[config.mk]
export PLATFORM = sky130hd
export DESIGN_NAME = pbs_sequencer
export DESIGN_NICKNAME = d
export VERILOG_FILES = /design/src/hw/pbs_pkg.sv /design/src/hw/pbs_debounce.sv /design/src/hw/pbs_sequencer.sv
export SDC_FILE = /design/constraint.sdc
export NUM_CORES = 1
export LEC_CHECK = 0
export ABC_AREA = 0
export BUFFER_PORTS_ARGS = -buffer_cell sky130_fd_sc_hd__buf_2
export CAP_MARGIN = 25
export CORE_ASPECT_RATIO = 1.25
export CORE_MARGIN = 2
export CORE_UTILIZATION = 40
export CTS_BUF_LIST = sky130_fd_sc_hd__clkbuf_4 sky130_fd_sc_hd__clkbuf_8 sky130_fd_sc_hd__clkbuf_16
export CTS_CLUSTER_SIZE = 16
export DETAILED_ROUTE_END_ITERATION = 6
export PLACE_DENSITY_LB_ADDON = 0.08
export SLEW_MARGIN = 10
export SYNTH_ARGS = -nofsm -noshare
export SYNTH_HDL_FRONTEND = slang
export SYNTH_SLANG_ARGS = --single-unit
[constraint.sdc]
create_clock -name clk -period 11.3 [get_ports clk]
set_clock_uncertainty 0.05 [all_clocks]
set_input_delay 1.695 -clock clk [delete_from_list [all_inputs] [get_ports clk]]
set_output_delay 1.695 -clock clk [all_outputs]
set_load 0.02 [all_outputs]
[src/hw/pbs_pkg.sv]
package pbs_pkg;

	// ----------------------------------------------------------------
	// clock and memory layout
	// ----------------------------------------------------------------
	localparam int CLK_MHZ = 125;
	localparam int CYC_PER_MS = CLK_MHZ * 1000;
	localparam int ROW_W = 11;
	localparam logic [10:0] CLIP_BASE = 11'h000;
	localparam logic [10:0] CLIP_ROWS = 11'h004;
	localparam logic [10:0] MSG_BASE = 11'h010;
	localparam logic [10:0] LAST_ROW = 11'h7ff;
	localparam logic [1:0] LAST_CLIP = 2'h3;

	// ----------------------------------------------------------------
	// timing, in milliseconds
	// ----------------------------------------------------------------
	localparam int DEBOUNCE_MS = 20;
	localparam int LONG_PRESS_MS = 3000;
	localparam int DEFAULT_BLINK_PERIOD_ONE_MS = 250;
	localparam int DEFAULT_BLINK_PERIOD_TWO_MS = 250;
	localparam int DEFAULT_BLINK_PERIOD_THREE_MS = 250;
	localparam int DEFAULT_BLINK_PERIOD_FOUR_MS = 250;
	localparam int CLIP_MS_12K = 330;
	localparam int CLIP_MS_8K = 500;
	localparam int CLIP_MS_6K4 = 625;
	localparam int CLIP_MS_5K3 = 750;
	localparam int CLIP_MS_4K = 1000;

	// ----------------------------------------------------------------
	// codes
	// ----------------------------------------------------------------
	localparam logic [2:0] RATE_12K = 3'h0;
	localparam logic [2:0] RATE_8K = 3'h1;
	localparam logic [2:0] RATE_6K4 = 3'h2;
	localparam logic [2:0] RATE_5K3 = 3'h3;
	localparam logic [2:0] CORRUPT_FLASHES = 3'h7;

	typedef enum logic [2:0] {
		ST_IDLE = 3'b000,
		ST_SHOW = 3'b001,
		ST_REC = 3'b010,
		ST_PLAY = 3'b011,
		ST_ARM = 3'b100
	} pbs_state_t;

	typedef enum logic [2:0] {
		AFT_IDLE = 3'b000,
		AFT_REC = 3'b001,
		AFT_ARM = 3'b010,
		AFT_ENTER = 3'b011,
		AFT_EDIT = 3'b100,
		AFT_LEAVE = 3'b101
	} pbs_after_t;

	function automatic int default_blink_ms(input logic [1:0] c);
		case (c)
			2'h0: return DEFAULT_BLINK_PERIOD_ONE_MS;
			2'h1: return DEFAULT_BLINK_PERIOD_TWO_MS;
			2'h2: return DEFAULT_BLINK_PERIOD_THREE_MS;
			default: return DEFAULT_BLINK_PERIOD_FOUR_MS;
		endcase
	endfunction : default_blink_ms

	function automatic int clip_ms(input logic [2:0] rate);
		case (rate)
			RATE_12K: return CLIP_MS_12K;
			RATE_8K: return CLIP_MS_8K;
			RATE_6K4: return CLIP_MS_6K4;
			RATE_5K3: return CLIP_MS_5K3;
			default: return CLIP_MS_4K;
		endcase
	endfunction : clip_ms

endpackage : pbs_pkg

[src/hw/pbs_debounce.sv]
`timescale 1ns/100ps
module pbs_debounce #(
	parameter int CYC = 2500000
) (
	// clock and reset
	input wire logic clk,
	input wire logic reset,
	// raw button, low when pressed
	input wire logic button_n,
	// filtered view
	output logic pressed,
	output logic press,
	output logic let_go
);
	logic meta_n;
	logic sync_n;
	logic [31:0] stable;

	always_ff @(posedge clk) begin
		if (reset) begin
			meta_n <= 1'b1;
			sync_n <= 1'b1;
		end else begin
			meta_n <= button_n;
			sync_n <= meta_n;
		end
	end

	// level must hold for CYC cycles before it is believed
	always_ff @(posedge clk) begin
		if (reset) begin
			stable <= 32'h0;
			pressed <= 1'b0;
			press <= 1'b0;
			let_go <= 1'b0;
		end else begin
			press <= 1'b0;
			let_go <= 1'b0;
			if (!sync_n == pressed) begin
				stable <= 32'h0;
			end else if (stable == 32'(CYC - 1)) begin
				stable <= 32'h0;
				pressed <= !sync_n;
				press <= !sync_n;
				let_go <= sync_n;
			end else begin
				stable <= stable + 32'h1;
			end
		end
	end
endmodule : pbs_debounce

[src/hw/pbs_sequencer.sv]
`timescale 1ns/100ps
// Contract
// - return to power-down after every operation
// - first sixteen rows hold four clips
// - each chime marks its own event kind; the code reuses chime one and chime two across several events
// - clip n flashes LED n times
// - default period, or period bounded by clip
// - long advance press gives one/two flashes; in edit mode the code flashes the selected clip number, one to four
// - capture during hold enters edit at one
// - edit mode records, plays, clears clip
// - advance steps clips, wraps to one
// - no commands while LED indication runs
// - long advance plus capture leaves edit
// - clip length follows sampling rate
// - power-on pointer setup from stored messages
// - record pointer to free row after recording
// - record until capture high or full
// - debounce capture, playback pointer to new message
// - corrupt memory: seven flashes, no action; the code checks this only outside edit mode
// - record start: LED on, or chime one
// - record stop: LED off, or chime two
// - capture ignored during play, clear, advance
// - trigger pulse plays current message once
module pbs_sequencer #(
	parameter int CYC_PER_MS = pbs_pkg::CYC_PER_MS,
	parameter int DEBOUNCE_CYC = pbs_pkg::DEBOUNCE_MS * pbs_pkg::CYC_PER_MS,
	parameter int LONG_PRESS_CYC = pbs_pkg::LONG_PRESS_MS * pbs_pkg::CYC_PER_MS
) (
	// clock and reset
	input wire logic clk,
	input wire logic reset,
	// push-buttons, low when pressed
	input wire logic capture_button_n,
	input wire logic advance_button_n,
	input wire logic audio_output_trigger_n,
	input wire logic clear_button_n,
	input wire logic passthrough_button_n,
	// storage array status
	input wire logic cma_corrupt,
	input wire logic msg_empty,
	input wire logic at_first_msg,
	input wire logic at_last_msg,
	input wire logic [10:0] next_msg_row,
	input wire logic [10:0] last_msg_row,
	input wire logic [10:0] free_row,
	input wire logic row_done,
	input wire logic mem_full,
	input wire logic play_end,
	input wire logic [3:0] clip_programmed,
	input wire logic [2:0] sample_rate,
	// storage array and analog control
	output logic rec_en,
	output logic play_en,
	output logic [10:0] rec_row,
	output logic [10:0] play_row,
	output logic rec_from_line,
	output logic clip_play,
	output logic [1:0] clip_pick,
	output logic clear_msg,
	output logic clear_clip,
	// status
	output logic led,
	output logic power_down,
	output logic edit_mode
);
	// ----------------------------------------------------------------
	// button conditioning
	// ----------------------------------------------------------------
	logic cap_level, cap_fall;
	logic adv_level, adv_fall, adv_rise;
	logic trig_fall, clr_fall;
	logic pt_meta, pt_sync;

	pbs_debounce #(.CYC(DEBOUNCE_CYC)) u_cap (
		.clk(clk), .reset(reset), .button_n(capture_button_n),
		.pressed(cap_level), .press(cap_fall), .let_go());
	pbs_debounce #(.CYC(DEBOUNCE_CYC)) u_adv (
		.clk(clk), .reset(reset), .button_n(advance_button_n),
		.pressed(adv_level), .press(adv_fall), .let_go(adv_rise));
	pbs_debounce #(.CYC(DEBOUNCE_CYC)) u_trig (
		.clk(clk), .reset(reset), .button_n(audio_output_trigger_n),
		.pressed(), .press(trig_fall), .let_go());
	pbs_debounce #(.CYC(DEBOUNCE_CYC)) u_clr (
		.clk(clk), .reset(reset), .button_n(clear_button_n),
		.pressed(), .press(clr_fall), .let_go());

	// record source follows the passthrough button level
	always_ff @(posedge clk) begin
		if (reset) begin
			pt_meta <= 1'b1;
			pt_sync <= 1'b1;
			rec_from_line <= 1'b0;
		end else begin
			pt_meta <= passthrough_button_n;
			pt_sync <= pt_meta;
			rec_from_line <= !pt_sync;
		end
	end

	// ----------------------------------------------------------------
	// state
	// ----------------------------------------------------------------
	pbs_pkg::pbs_state_t state;
	pbs_pkg::pbs_after_t after;
	logic [2:0] show_n;
	logic show_on;
	logic [31:0] show_half, timer, hold_cnt;
	logic adv_long, init_done;
	logic [1:0] sel;
	logic [10:0] rec_start, saved_rec, saved_play;
	logic [31:0] clip_cyc;

	logic go_show, go_rec, go_play, go_arm, go_idle, go_aud;
	logic [2:0] go_n;
	logic [1:0] go_clip;
	pbs_pkg::pbs_after_t go_after;
	logic start_rec, end_rec, fwd_step, next_clip, enter_edit, exit_edit;
	logic clip_req, clr_msg_req, clr_clip_req, corrupt_hit, long_hit, any_ev, show_last;

	assign clip_cyc = 32'(pbs_pkg::clip_ms(sample_rate) * CYC_PER_MS);

	// half of one flash period; a programmed clip bounds the whole indication
	function automatic logic [31:0] half_of(input logic [1:0] c, input logic [2:0] n,
			input logic aud);
		logic [31:0] p;
		logic [1:0] sh;
		sh = (n >= 3'h3) ? 2'h2 : 2'(n - 3'h1);
		p = aud ? (clip_cyc >> sh) : 32'(pbs_pkg::default_blink_ms(c) * CYC_PER_MS);
		p = p >> 1;
		if (p == 32'h0) begin
			p = 32'h1;
		end
		return p;
	endfunction : half_of

	function automatic logic [10:0] clip_row(input logic [1:0] s);
		return 11'(pbs_pkg::CLIP_BASE + 11'(s) * pbs_pkg::CLIP_ROWS);
	endfunction : clip_row

	// next message row, circular over the message area
	function automatic logic [10:0] step_row(input logic [10:0] r);
		return (r == pbs_pkg::LAST_ROW) ? pbs_pkg::MSG_BASE : 11'(r + 11'h1);
	endfunction : step_row

	assign long_hit = (state == pbs_pkg::ST_IDLE) && adv_level && !adv_long
		&& (hold_cnt == 32'(LONG_PRESS_CYC - 1));
	assign any_ev = cap_fall | trig_fall | clr_fall | adv_fall | long_hit;
	assign show_last = (state == pbs_pkg::ST_SHOW) && (timer == 32'h0) && !show_on
		&& (show_n == 3'h1);

	// ----------------------------------------------------------------
	// command decode
	// ----------------------------------------------------------------
	always_comb begin
		go_show = 1'b0;
		go_rec = 1'b0;
		go_play = 1'b0;
		go_arm = 1'b0;
		go_idle = 1'b0;
		go_aud = 1'b0;
		go_n = 3'h1;
		go_clip = 2'h0;
		go_after = pbs_pkg::AFT_IDLE;
		start_rec = 1'b0;
		end_rec = 1'b0;
		fwd_step = 1'b0;
		next_clip = 1'b0;
		enter_edit = 1'b0;
		exit_edit = 1'b0;
		clip_req = 1'b0;
		clr_msg_req = 1'b0;
		clr_clip_req = 1'b0;
		corrupt_hit = 1'b0;
		case (state)
			pbs_pkg::ST_IDLE: begin
				if (any_ev && cma_corrupt && !edit_mode) begin
					corrupt_hit = 1'b1;
					go_show = 1'b1;
					go_n = pbs_pkg::CORRUPT_FLASHES;
				end else if (cap_fall && !adv_level) begin
					if (edit_mode || !clip_programmed[0]) begin
						go_rec = 1'b1;
						start_rec = 1'b1;
					end else begin
						go_show = 1'b1;
						go_aud = 1'b1;
						go_after = pbs_pkg::AFT_REC;
					end
				end else if (trig_fall) begin
					if (edit_mode) begin
						clip_req = 1'b1;
					end else begin
						go_play = 1'b1;
					end
				end else if (clr_fall) begin
					if (edit_mode) begin
						clr_clip_req = 1'b1;
					end else if (at_first_msg || at_last_msg) begin
						clr_msg_req = 1'b1;
						go_show = 1'b1;
						go_aud = 1'b1;
						go_n = 3'h2;
						go_clip = 2'h1;
					end else begin
						go_show = 1'b1;
						go_aud = 1'b1;
						go_n = 3'h3;
						go_clip = 2'h2;
					end
				end else if (long_hit) begin
					go_show = 1'b1;
					go_aud = 1'b1;
					go_after = pbs_pkg::AFT_ARM;
					if (edit_mode) begin
						go_n = 3'({1'b0, sel} + 3'h1);
						go_clip = sel;
					end else if (at_last_msg || msg_empty) begin
						go_n = 3'h2;
						go_clip = 2'h1;
					end
				end else if (adv_rise && !adv_long) begin
					go_show = 1'b1;
					if (edit_mode) begin
						next_clip = 1'b1;
						go_clip = 2'(sel + 2'h1);
						go_n = (sel == pbs_pkg::LAST_CLIP) ? 3'h1 : 3'({1'b0, sel} + 3'h2);
					end else begin
						fwd_step = 1'b1;
						go_aud = 1'b1;
						if (at_last_msg) begin
							go_n = 3'h2;
							go_clip = 2'h1;
						end
					end
				end
			end
			pbs_pkg::ST_ARM: begin
				if (!adv_level) begin
					go_idle = 1'b1;
				end else if (cap_fall) begin
					go_show = 1'b1;
					if (edit_mode) begin
						go_n = 3'h2;
						go_clip = 2'h1;
						go_aud = 1'b1;
						go_after = pbs_pkg::AFT_LEAVE;
					end else begin
						go_after = pbs_pkg::AFT_ENTER;
					end
				end
			end
			pbs_pkg::ST_REC: begin
				if (!cap_level || mem_full) begin
					end_rec = 1'b1;
					if (!edit_mode && clip_programmed[1]) begin
						go_show = 1'b1;
						go_aud = 1'b1;
						go_n = 3'h2;
						go_clip = 2'h1;
					end else begin
						go_idle = 1'b1;
					end
				end
			end
			pbs_pkg::ST_PLAY: begin
				if (play_end || trig_fall) begin
					go_idle = 1'b1;
				end
			end
			pbs_pkg::ST_SHOW: begin
				if (show_last) begin
					case (after)
						pbs_pkg::AFT_REC: begin
							go_rec = 1'b1;
							start_rec = 1'b1;
						end
						pbs_pkg::AFT_ARM: go_arm = 1'b1;
						pbs_pkg::AFT_ENTER: begin
							go_show = 1'b1;
							go_after = pbs_pkg::AFT_EDIT;
						end
						pbs_pkg::AFT_EDIT: begin
							enter_edit = 1'b1;
							go_idle = 1'b1;
						end
						pbs_pkg::AFT_LEAVE: begin
							exit_edit = 1'b1;
							go_idle = 1'b1;
						end
						default: go_idle = 1'b1;
					endcase
				end
			end
			default: go_idle = 1'b1;
		endcase
	end

	// ----------------------------------------------------------------
	// sequencer and indication timing
	// ----------------------------------------------------------------
	always_ff @(posedge clk) begin
		if (reset) begin
			state <= pbs_pkg::ST_IDLE;
			after <= pbs_pkg::AFT_IDLE;
			show_n <= 3'h0;
			show_on <= 1'b0;
			show_half <= 32'h1;
			timer <= 32'h0;
		end else if (go_show) begin
			state <= pbs_pkg::ST_SHOW;
			after <= go_after;
			show_n <= go_n;
			show_on <= 1'b1;
			show_half <= half_of(go_clip, go_n, go_aud & clip_programmed[go_clip]);
			timer <= half_of(go_clip, go_n, go_aud & clip_programmed[go_clip]);
		end else if (go_rec) begin
			state <= pbs_pkg::ST_REC;
		end else if (go_play) begin
			state <= pbs_pkg::ST_PLAY;
		end else if (go_arm) begin
			state <= pbs_pkg::ST_ARM;
		end else if (go_idle) begin
			state <= pbs_pkg::ST_IDLE;
		end else if (state == pbs_pkg::ST_SHOW) begin
			if (timer != 32'h0) begin
				timer <= timer - 32'h1;
			end else if (show_on) begin
				show_on <= 1'b0;
				timer <= show_half;
			end else begin
				show_n <= show_n - 3'h1;
				show_on <= 1'b1;
				timer <= show_half;
			end
		end
	end

	// long advance press detection
	always_ff @(posedge clk) begin
		if (reset) begin
			hold_cnt <= 32'h0;
			adv_long <= 1'b0;
		end else if (!adv_level) begin
			hold_cnt <= 32'h0;
			adv_long <= 1'b0;
		end else if (long_hit) begin
			adv_long <= 1'b1;
		end else if (state == pbs_pkg::ST_IDLE && !adv_long) begin
			hold_cnt <= hold_cnt + 32'h1;
		end
	end

	// ----------------------------------------------------------------
	// pointers and edit selection
	// ----------------------------------------------------------------
	always_ff @(posedge clk) begin
		if (reset) begin
			init_done <= 1'b0;
			rec_row <= pbs_pkg::MSG_BASE;
			play_row <= pbs_pkg::MSG_BASE;
			rec_start <= pbs_pkg::MSG_BASE;
			saved_rec <= pbs_pkg::MSG_BASE;
			saved_play <= pbs_pkg::MSG_BASE;
			edit_mode <= 1'b0;
			sel <= 2'h0;
		end else if (!init_done) begin
			init_done <= 1'b1;
			rec_row <= msg_empty ? pbs_pkg::MSG_BASE : free_row;
			play_row <= msg_empty ? pbs_pkg::MSG_BASE : last_msg_row;
		end else if (start_rec) begin
			rec_start <= rec_row;
		end else if (state == pbs_pkg::ST_REC && row_done && !end_rec) begin
			if (edit_mode) begin
				rec_row <= {rec_row[10:2], 2'(rec_row[1:0] + 2'h1)};
			end else begin
				rec_row <= step_row(rec_row);
			end
		end else if (end_rec) begin
			if (edit_mode) begin
				rec_row <= clip_row(sel);
			end else begin
				play_row <= rec_start;
				// a row finished in the stop cycle still counts
				if (row_done) begin
					rec_row <= step_row(rec_row);
				end
			end
		end else if (fwd_step) begin
			play_row <= next_msg_row;
		end else if (enter_edit) begin
			edit_mode <= 1'b1;
			sel <= 2'h0;
			saved_rec <= rec_row;
			saved_play <= play_row;
			rec_row <= clip_row(2'h0);
			play_row <= clip_row(2'h0);
		end else if (next_clip) begin
			sel <= 2'(sel + 2'h1);
			rec_row <= clip_row(2'(sel + 2'h1));
			play_row <= clip_row(2'(sel + 2'h1));
		end else if (exit_edit) begin
			edit_mode <= 1'b0;
			rec_row <= saved_rec;
			play_row <= saved_play;
		end
	end

	// one-cycle requests to the array
	always_ff @(posedge clk) begin
		if (reset) begin
			clip_play <= 1'b0;
			clip_pick <= 2'h0;
			clear_msg <= 1'b0;
			clear_clip <= 1'b0;
		end else begin
			clip_play <= (go_show && go_aud && clip_programmed[go_clip]) || clip_req;
			clip_pick <= go_show ? go_clip : (clip_req ? sel : clip_pick);
			clear_msg <= clr_msg_req;
			clear_clip <= clr_clip_req;
		end
	end

	assign rec_en = (state == pbs_pkg::ST_REC);
	assign play_en = (state == pbs_pkg::ST_PLAY);
	assign led = rec_en || play_en || (state == pbs_pkg::ST_SHOW && show_on);
	assign power_down = (state == pbs_pkg::ST_IDLE);

	// ----------------------------------------------------------------
	// checks
	// ----------------------------------------------------------------
	chk_idle_after_show: assert property (@(posedge clk) disable iff (reset)
		(show_last && after == pbs_pkg::AFT_IDLE) |=> power_down)
		else $error("no power-down after indication");
	chk_busy_no_cmd: assert property (@(posedge clk) disable iff (reset)
		(state == pbs_pkg::ST_SHOW && !show_last) |=> (!clear_msg && !clear_clip && !rec_en))
		else $error("command accepted during indication");
	chk_power_on_ptr: assert property (@(posedge clk) disable iff (reset)
		(!init_done && msg_empty) |=> (rec_row == pbs_pkg::MSG_BASE
			&& play_row == pbs_pkg::MSG_BASE))
		else $error("pointers not at memory start");
	chk_play_new_msg: assert property (@(posedge clk) disable iff (reset)
		(end_rec && !edit_mode) |=> (play_row == $past(rec_start)))
		else $error("playback pointer not at new message");
	chk_full_stops: assert property (@(posedge clk) disable iff (reset)
		(rec_en && mem_full) |=> !rec_en)
		else $error("recording past full memory");
	chk_corrupt_seven: assert property (@(posedge clk) disable iff (reset)
		corrupt_hit |=> (led && show_n == 3'h7 && !rec_en && !play_en) ##1 led)
		else $error("corrupt memory not flagged");
	chk_clip_rows: assert property (@(posedge clk) disable iff (reset)
		edit_mode |-> (rec_row < pbs_pkg::MSG_BASE && play_row < pbs_pkg::MSG_BASE))
		else $error("clip pointer outside reserved rows");
	chk_cap_in_play: assert property (@(posedge clk) disable iff (reset)
		(play_en && cap_fall) |=> !rec_en)
		else $error("capture accepted during playback");
	chk_clip_wrap: assert property (@(posedge clk) disable iff (reset)
		(next_clip && sel == pbs_pkg::LAST_CLIP) |=> (sel == 2'h0 && show_n == 3'h1))
		else $error("clip selection did not wrap");
	chk_fwd_ptr: assert property (@(posedge clk) disable iff (reset)
		fwd_step |=> (play_row == $past(next_msg_row)))
		else $error("advance did not move playback pointer");

	cov_enter_edit: cover property (@(posedge clk) disable iff (reset) enter_edit);
	cov_leave_edit: cover property (@(posedge clk) disable iff (reset) exit_edit);
	cov_record_done: cover property (@(posedge clk) disable iff (reset) end_rec && !edit_mode);
	cov_corrupt: cover property (@(posedge clk) disable iff (reset) corrupt_hit);
endmodule : pbs_sequencer

Yosys cells after proc, flatten, opt, wreduce, memory -nomap -nowiden

Cells that the tools add are included.

Register bits after elaboration: 319
Input bits: 54
Output and inout bits: 33
Word-level logic and storage cells: 390

Shift-type cells: 1
Multipliers: 2
Reduce and logical (&&, ||, !) cells: 78
$lt $le $gt $ge: 2
Bitwise operators: 21
Eq/ne operators: 39
$add $sub $neg: 13
Multiplexer cells: 187

Operators by type and width:

| kind                                                                  | count |
|---|---|
| 32-bit 2-to-1 mux                                                     | 10 |
| 11-bit 2-to-1 mux                                                     | 23 |
| 32-bit by 1-bit adder with 32-bit output, second input constant       | 5 |
| 32-bit by 22-bit == test with 1-bit output, second input constant     | 4 |
| 1-bit 2-to-1 mux                                                      | 90 |
| 3-bit 2-to-1 mux                                                      | 26 |
| 32-bit zero test                                                      | 2 |
| 32-bit by 15-bit multiplier with 29-bit output, second input constant | 2 |
| 2-bit 2-to-1 mux                                                      | 28 |
| 10-bit case mux with 4 select lines                                   | 1 |
| 32-bit by 29-bit == test with 1-bit output, second input constant     | 1 |
| 32-bit nonzero test                                                   | 1 |
| 32-bit by 2-bit >> shifter with 32-bit output                         | 1 |
| 32-bit by 1-bit subtractor with 32-bit output, second input constant  | 1 |
| 31-bit 2-to-1 mux                                                     | 1 |
| 3-bit OR reduction                                                    | 9 |
| 3-bit by 2-bit == test with 1-bit output, second input constant       | 6 |
| 3-bit case mux with 3 select lines                                    | 2 |
| 6-bit AND reduction                                                   | 3 |
| 1-bit logical AND                                                     | 17 |
| 1-bit inverter                                                        | 16 |
| 2-bit inequality test, second input constant                          | 7 |
| 7-bit AND reduction                                                   | 2 |
| 3-bit by 1-bit == test with 1-bit output, second input constant       | 4 |
| other kinds (38)                                                      | 81 |

Logic depth before layout (Yosys ltp)

Gate-level depths: netlist of the first run.

Word-level depth: 17
Depth in mapped cells: 25
Depth with buffers taken out: 23

By module

Synthesis of the first run repeated with hierarchy kept, for this count alone.

Cells, all modules: 2,250
Area, all modules: 18,305.1 um2

Modules (own cells, without submodules):

| module        | cells each | sequential area each (um2) | instances | area an instance (um2) |
|---|---|---|---|---|
| pbs_sequencer | 1,482      | 3,403.3                    | 1         | 11,628.7 |
| pbs_debounce  | 192        | 740.7                      | 4         | 1,669.1 |

Worst setup path before layout of the first run

No wires, ideal clock.

Path kind: input-to-reg
Start point: input sample_rate[2]
End point: register timer[27]
Path buffers: 2
Data arrival time: 7.243 ns
Path slack: 3.927 ns
Setup time: 0.079 ns
Stages: 21
Cells stage by stage: nand2b_1 -> clkbuf_1 -> clkbuf_1 -> nor2_1 -> nor2_1 -> inv_1 -> fa_1 -> ha_1 -> ha_1 -> inv_1 -> fa_1 -> fa_1 -> inv_1 -> ha_1 -> nand4_1 -> or3_1 -> nand4_1 -> a2111oi_0 -> or2_2 -> or4_4 -> a211oi_2

Cells in the longest elaborated chain, start to end: 8
Elaborated cells between the ends (all ways): 11

Ends and longest elaborated chain:

| what                                                                   | line                 | RTL |
|---|---|---|
| from (decl)                                                            | pbs_sequencer.sv:50  | `input wire logic [2:0] sample_rate,` |
| 3-bit by 2-bit == test with 1-bit output, or another cell as far along | pbs_pkg.sv:66        | `case (rate)` |
| 10-bit case mux with 4 select lines (*)                                | pbs_pkg.sv:66        |  |
| 32-bit by 15-bit multiplier with 29-bit output (*)                     | pbs_sequencer.sv:120 | `assign clip_cyc = 32'(pbs_pkg::clip_ms(sample_rate) * CYC_PER_MS);` |
| 32-bit by 2-bit >> shifter with 32-bit output (*)                      | pbs_sequencer.sv:128 | `p = aud ? (clip_cyc >> sh) : 32'(pbs_pkg::default_blink_ms(c) * CYC_PER_MS);` |
| 32-bit 2-to-1 mux (*)                                                  | pbs_sequencer.sv:128 |  |
| 32-bit zero test                                                       | pbs_sequencer.sv:130 | `if (p == 32'h0) begin` |
| 31-bit 2-to-1 mux (*)                                                  | pbs_sequencer.sv:130 |  |
| 32-bit 2-to-1 mux (*)                                                  | pbs_sequencer.sv:309 | `end else if (go_show) begin` |
| to (signal assigned)                                                   | pbs_sequencer.sv:315 | `timer <= half_of(go_clip, go_n, go_aud & clip_programmed[go_clip]);` |
| to (signal assigned)                                                   | pbs_sequencer.sv:326 | `timer <= timer - 32'h1;` |
| to (signal assigned)                                                   | pbs_sequencer.sv:329 | `timer <= show_half;` |
| to (decl)                                                              | pbs_sequencer.sv:107 | `logic [31:0] show_half, timer, hold_cnt;` |

Every way passes the cells marked *; elsewhere a longest branch is shown, timed or not.
A chain may end at the register's enable or synchronous reset.

Worst setup path in the final report of the first run

Ends and elaborated chain as after synthesis.

==> metrics.txt, run 1 <==
Initial Utilization=0.406; Net Switching=roughly 740 uW; Int Power=roughly 2 mW; met3 Track Usage GR=0.0328; biggest area consumer among synthesized cells=dfxtp_1; DR pass1 iterations=5; TritonCTS Sinks=315; RSZ-0062 raised after global routing=no; Die ar.=between 40000 and 50000 um^2; Port Buffer Count=86; Post-DRT Antenna Nets=0; Final min period=between 7 and 8 ns; Max Slew Vio Count=0; GRT busiest layer=met2; WP buf/inv=6; crit-path leading delay family=adder cells; # IOs=between 80 and 90; fmax=139 MHz; Final GP Congestion=between 0.8 and 0.9; syn_nets=around 2300; MaxCap Viol Count=0; Main synth FF type=dfxtp_1; Slew HR=0.332; initial antenna violation count=3; Via density=around 5.5; sequential share of power=0.407; DRC viols=0; CP max stage delay=around 0.6 ns; CORE AREA=~43000 um^2; ranking of synthesized cells by area=dfxtp_1 36%, nor2_1 7.6%, ha_1 5.0%; M1 GR Usage=0.271; post-CTS sizing=0; worst skew pair latency=approximately 0.54 ns; number of global-route vias before repair=15100; CP startpoint kind=input port; CP cell instances=buf_2 -> or2_2 -> inv_1 -> nand2_1 -> inv_1 -> nor2_1 -> inv_1 -> fa_1 -> ha_1 -> ha_1 -> inv_1 -> fa_1 -> fa_1 -> inv_1 -> ha_1 -> nand4_1 -> or3_1 -> nand4_1 -> a2111oi_0 -> or2_2 -> or4_4 -> a211oi_2; status=completed; CTS clock-pin slew for the worst setup and hold paths=approximately 0.06 ns; CP required=~12 ns; synthesized flop and latch total=about 320; WL/cell=17.3 um; # rows=between 80 and 90; routed vias=15600; Post-Synthesis Cells=between 2000 and 2500; Routed WL=49000 um; # setup viols final=0; CTS Buf Count=37; maximum vdd ir drop=about 0.11 mV; mapped cell area=approximately 17000 um^2; clock share of power=0.438; CP Class=in -> reg; post-synth top area share=0.361; slowest CP cell=fa_1; most used cell, CP=inv_1; Switching Fraction=0.266; Placement Cell Area=18500 um^2; Final Cell Area=roughly 20000 um^2; sequential area share after synthesis=0.361; Layout Area Growth over Synthesis=13.0%; Sum Neg Setup Slack=0 ns; grt ovf=0; leakage=approximately 7.6 nW; GRT Util Overall=0.215; Max Fanout on Critical Path=14; Comb power frac=0.155; CTS tree=done; endpoints failing hold=0; setup bufs post-CTS=0; met2 Track Usage GR=0.375; Post-synth EDFFs=0; layout cells sized above 1=0.101; Final HPWL DP=35500 um; hold bufs inserted after CTS=0; final cycle utilization of the critical path=0.636; first-pass GRT wire length=between 70000 and 80000 um; Final #Nets=2387; YS warnings=0; Iter 0 DRT Violations=836; Die Wd=191 um; Clock Path Buffers=3; async set-or-reset flop fraction in the synthesized netlist=0; Netlist cell types=between 80 and 90; Pwr Density=140 nW/um^2; Avg Inst Size Synth=between 7 and 8 um^2; worst-margin pin slew=0.977 ns; pin count of the biggest net entering global routing=68; H-tree depth=2; hold crit path type=reg -> reg; CP Capture Type=register; clk root buf=clkbuf_16; Die H=about 240 um; worst path arrival time=roughly 7.6 ns
## Yosys cell counts, types with 30 or more instances
cell type	count
or3_1	36
xnor2_1	75
nor2_1	355
nor3_1	72
ha_1	70
nor4_1	30
xor2_1	94
nand2_1	212
and3_1	40
inv_1	81
a21oi_1	137
nand3_1	84
dfxtp_1	315
o21ai_0	85
nand4_1	36
clkbuf_1	73
## cell usage in the layout (no fill, tap or decap), drive strengths merged, types with 8 or more instances in the layout
master  netlist  layout
a221oi        9       9
and2         14      14
xnor2        75      75
a211oi       31      31
nor3         73      73
or2          20      20
dfxtp       315     315
a31oi        18      18
a21oi       137     137
and3         40      40
nand4        36      36
buf          27     115
inv          82      82
o21ai        87      87
xor2         94      94
a32oi        11      11
a21o         15      15
clkbuf       73      57
nor4bb        8       8
fa           17      17
nor2b        26      26
nand3        85      85
ha           70      70
mux2i        29      29
or4          13      13
nand2b       13      13
and4          8       8
nor2        355     355
nor4b        12      12
nand2       212     212
a211o         9       9
o22ai        14      14
or3          37      37
o211ai       13      13
nor4         32      32
## layer usage
layer  vias to the layer above  share of wire
met5                         -        0.00022
met4                         2          0.024
met3                        75          0.040
met2                       276           0.49
met1                      7388           0.45
li1                       7815              -
## logic make-up after synthesis
logic type | count (synthesis) | synth area share
adder cells (fa/ha/maj) | 87 | 0.0696
multiplexers | 35 | 0.0205
AO/OA/AOI/OAI | 408 | 0.150
XOR/XNOR | 169 | 0.0847
flip-flops | 315 | 0.361
AND/OR/NAND/NOR | 996 | 0.274
buffers and inverters | 182 | 0.0413
## registers in the layout (all words and copies together) (netlist names), 11 cells and up
register and cells:
show_half 28, saved_play 11, timer 32, play_row 11, u_adv.stable 32, u_clr.stable 32
u_cap.stable 32, u_trig.stable 32, rec_row 11, rec_start 11, hold_cnt 32, saved_rec 11
## power by group through the flow
stage               logic [mW]  clock network (mW)  registers [mW]
finish                   0.427                1.21            1.12
global route             0.485                1.29            1.13
CTS                      0.431                1.25            1.12
detailed placement       0.428                   0            1.15
global placement         0.428                   0            1.15
floorplan                0.312                   0            1.15
## final timing paths
| check | startpoint | slack [ns] | end | cells past startpoint |
|---|---|---|---|---|
| hold reg to reg | u_trig.meta_n | 0.35 | u_trig.sync_n | 1 |
| setup reg to reg | state[1] | 5.66 | timer[14] | 12 |
| hold / removal | u_trig.meta_n | 0.35 | u_trig.sync_n | 1 |
| setup / recovery | sample_rate[2] | 4.11 | timer[27] | 22 |
## cell type report
type	count	area (um^2)
Inverter	82	308
Antenna cell	1	2.50
Clock inverter	9	87.6
Sequential cell	315	6310
Timing Repair Buffer	115	709
Clock buffer	57	1170
Fill cell	4384	23300
Multi-Input combinational cell	1695	10500
Tap cell	565	707
## stage by stage
stage | total power, mW | utilization | hold slack, ns | setup WS [ns] | instances
floorplan | 1.46 | - | 0.313 | 3.93 | 2192
global placement | 1.58 | 0.427 | 0.341 | 3.65 | 2767
detailed placement | 1.58 | 0.428 | 0.342 | 3.50 | 2770
CTS | 2.80 | 0.458 | 0.355 | 4.07 | 2836
global route | 2.90 | 0.459 | 0.372 | 3.67 | 2839
finish | 2.76 | 0.459 | 0.353 | 4.11 | 2839
(Power assumes the default switching activity.)
==> inputs of run 2 (changes only) <==
==> constraint.sdc (replaced) <==
create_clock -name clk -period 7.24 [get_ports clk]
set_clock_uncertainty 0.05 [all_clocks]
set_input_delay 1.086 -clock clk [delete_from_list [all_inputs] [get_ports clk]]
set_output_delay 1.086 -clock clk [all_outputs]
set_load 0.02 [all_outputs]
==> run 2 against run 1 <==
Global-route usage down 0.058 points. Via count up 0.54%. Cell area barely moved. Hold slack lost 0.023 ns. Critical path type unchanged. Largest cell class unchanged. Largest power group unchanged.
==> metrics.txt, run 2 (synthesis gave the netlist of run 1 again) <==
Final min period=6.18 ns; worst path arrival time=6.57 ns; Pwr Density=about 220 nW/um^2; # IOs=87; Max Slew Vio Count=0; Final GP Congestion=around 0.84; CTS clock-pin slew for the worst setup and hold paths=0.05 ns; Sum Neg Setup Slack=0 ns; pin count of the biggest net entering global routing=75; Post-DRT Antenna Nets=0; Slew HR=0.360; commonest non-fill, non-tap cell in the layout=nor2_1; WL/cell=17.1 um; initial antenna violation count=3; hold bufs inserted after CTS=0; hold crit path type=reg -> reg; Die ar.=~45000 um^2; final cycle utilization of the critical path=0.854; Routed WL=48500 um; CP max stage delay=between 0.5 and 0.6 ns; clk root buf=clkbuf_16; Max Fanout on Critical Path=7; Die H=about 240 um; layout cells sized above 1=0.101; DRC viols=0; Final Util=0.459; worst hold margin=0.330 ns; routed vias=about 16000; CORE AREA=~43000 um^2; maximum vdd ir drop=approximately 0.18 mV; post-CTS sizing=0; leakage=7.57 nW; GRT Util Overall=0.214; CP required=~7.6 ns; RSZ-0062 raised after global routing=no; first-pass GRT wire length=about 79000 um; total power=approximately 4.3 mW; CTS Buf Count=37; CTS tree=done; non-filler cells, final=2840; placed cells=2776; Port Buffer Count=86; Clock Path Buffers=3; TritonCTS Sinks=around 320; MaxCap Viol Count=0; H-tree depth=2; most used cell, CP=inv_1; CP cell instances=buf_2 -> or2_2 -> inv_1 -> nand2_1 -> inv_1 -> nor2_1 -> fa_1 -> ha_1 -> ha_1 -> inv_1 -> fa_1 -> fa_1 -> inv_1 -> ha_1 -> nand4_1 -> or3_1 -> nand4_1 -> a2111oi_0 -> or2_2 -> or4_4 -> a211oi_2; number of global-route vias before repair=about 15000; Final #Nets=approximately 2400; worst skew pair latency=between 0.5 and 0.6 ns; Die Wd=between 150 and 200 um; fmax=162 MHz; Initial Utilization=0.406; setup bufs post-CTS=0; Final HPWL DP=approximately 35000 um; status=completed; # setup viols final=0; # rows=85; CP Capture Type=register; Layout Area Growth over Synthesis=13.1%; most frequent cells in the layout=355 x nor2_1, 315 x dfxtp_1, 212 x nand2_1; Via density=approximately 5.5; DR pass1 iterations=5; CP startpoint kind=input port; slowest CP cell=fa_1; CP Class=in -> reg; endpoints failing hold=0; grt ovf=0; worst-margin pin slew=about 0.94 ns; Iter 0 DRT Violations=946
run 2: through the flow:
stage,instance area [um^2],setup WS (ns)
floorplan,17500,0.476
finish,19800,1.06
detailed placement,18500,0.556
global placement,18400,0.631
CTS,19700,1.08
global route,19800,0.666
run 2: final cells by class:
cell class,count,area [um^2]
Inverter,82,308
Fill cell,4372,23300
Clock inverter,8,104
Antenna cell,3,7.51
Sequential cell,315,6310
Tap cell,565,707
Multi-Input combinational cell,1695,10500
Clock buffer,51,1110
Timing Repair Buffer,121,763
run 2: worst paths after layout:
kind	startpoint	endpoint	slack, ns	depth (start not counted)
setup / recovery	sample_rate[1]	timer[27]	1.06	21
hold / removal	pt_sync	rec_from_line	0.33	1
setup reg to reg	state[0]	timer[14]	1.95	14
hold reg to reg	pt_sync	rec_from_line	0.33	1
run 2: routing by layer:
| metal | track usage | part of all wire | vias to the layer above |
|---|---|---|---|
| li1 | - | - | 7808 |
| met1 | 0.273 | 0.44 | 7425 |
| met2 | 0.372 | 0.49 | 325 |
| met3 | 0.0275 | 0.042 | 82 |
| met4 | 0.0691 | 0.026 | 0 |
| met5 | 0 | 0 | - |
run 2: critical path, delay by kind of cell:
kind / cells / cell delay [ns]
buffers and inverters: 5 / 0.49
AO/OA/AOI/OAI: 2 / 0.31
adder cells (fa/ha/maj): 6 / 2.50
AND/OR/NAND/NOR: 8 / 2.15
run 2: where the power goes:
part | total (mW) | internal [mW] | switching [mW]
sequential | 1.76 | 1.74 | 0.0132
clock | 1.87 | 1.14 | 0.732
combinational | 0.663 | 0.272 | 0.391
total | 4.29 | 3.15 | 1.14
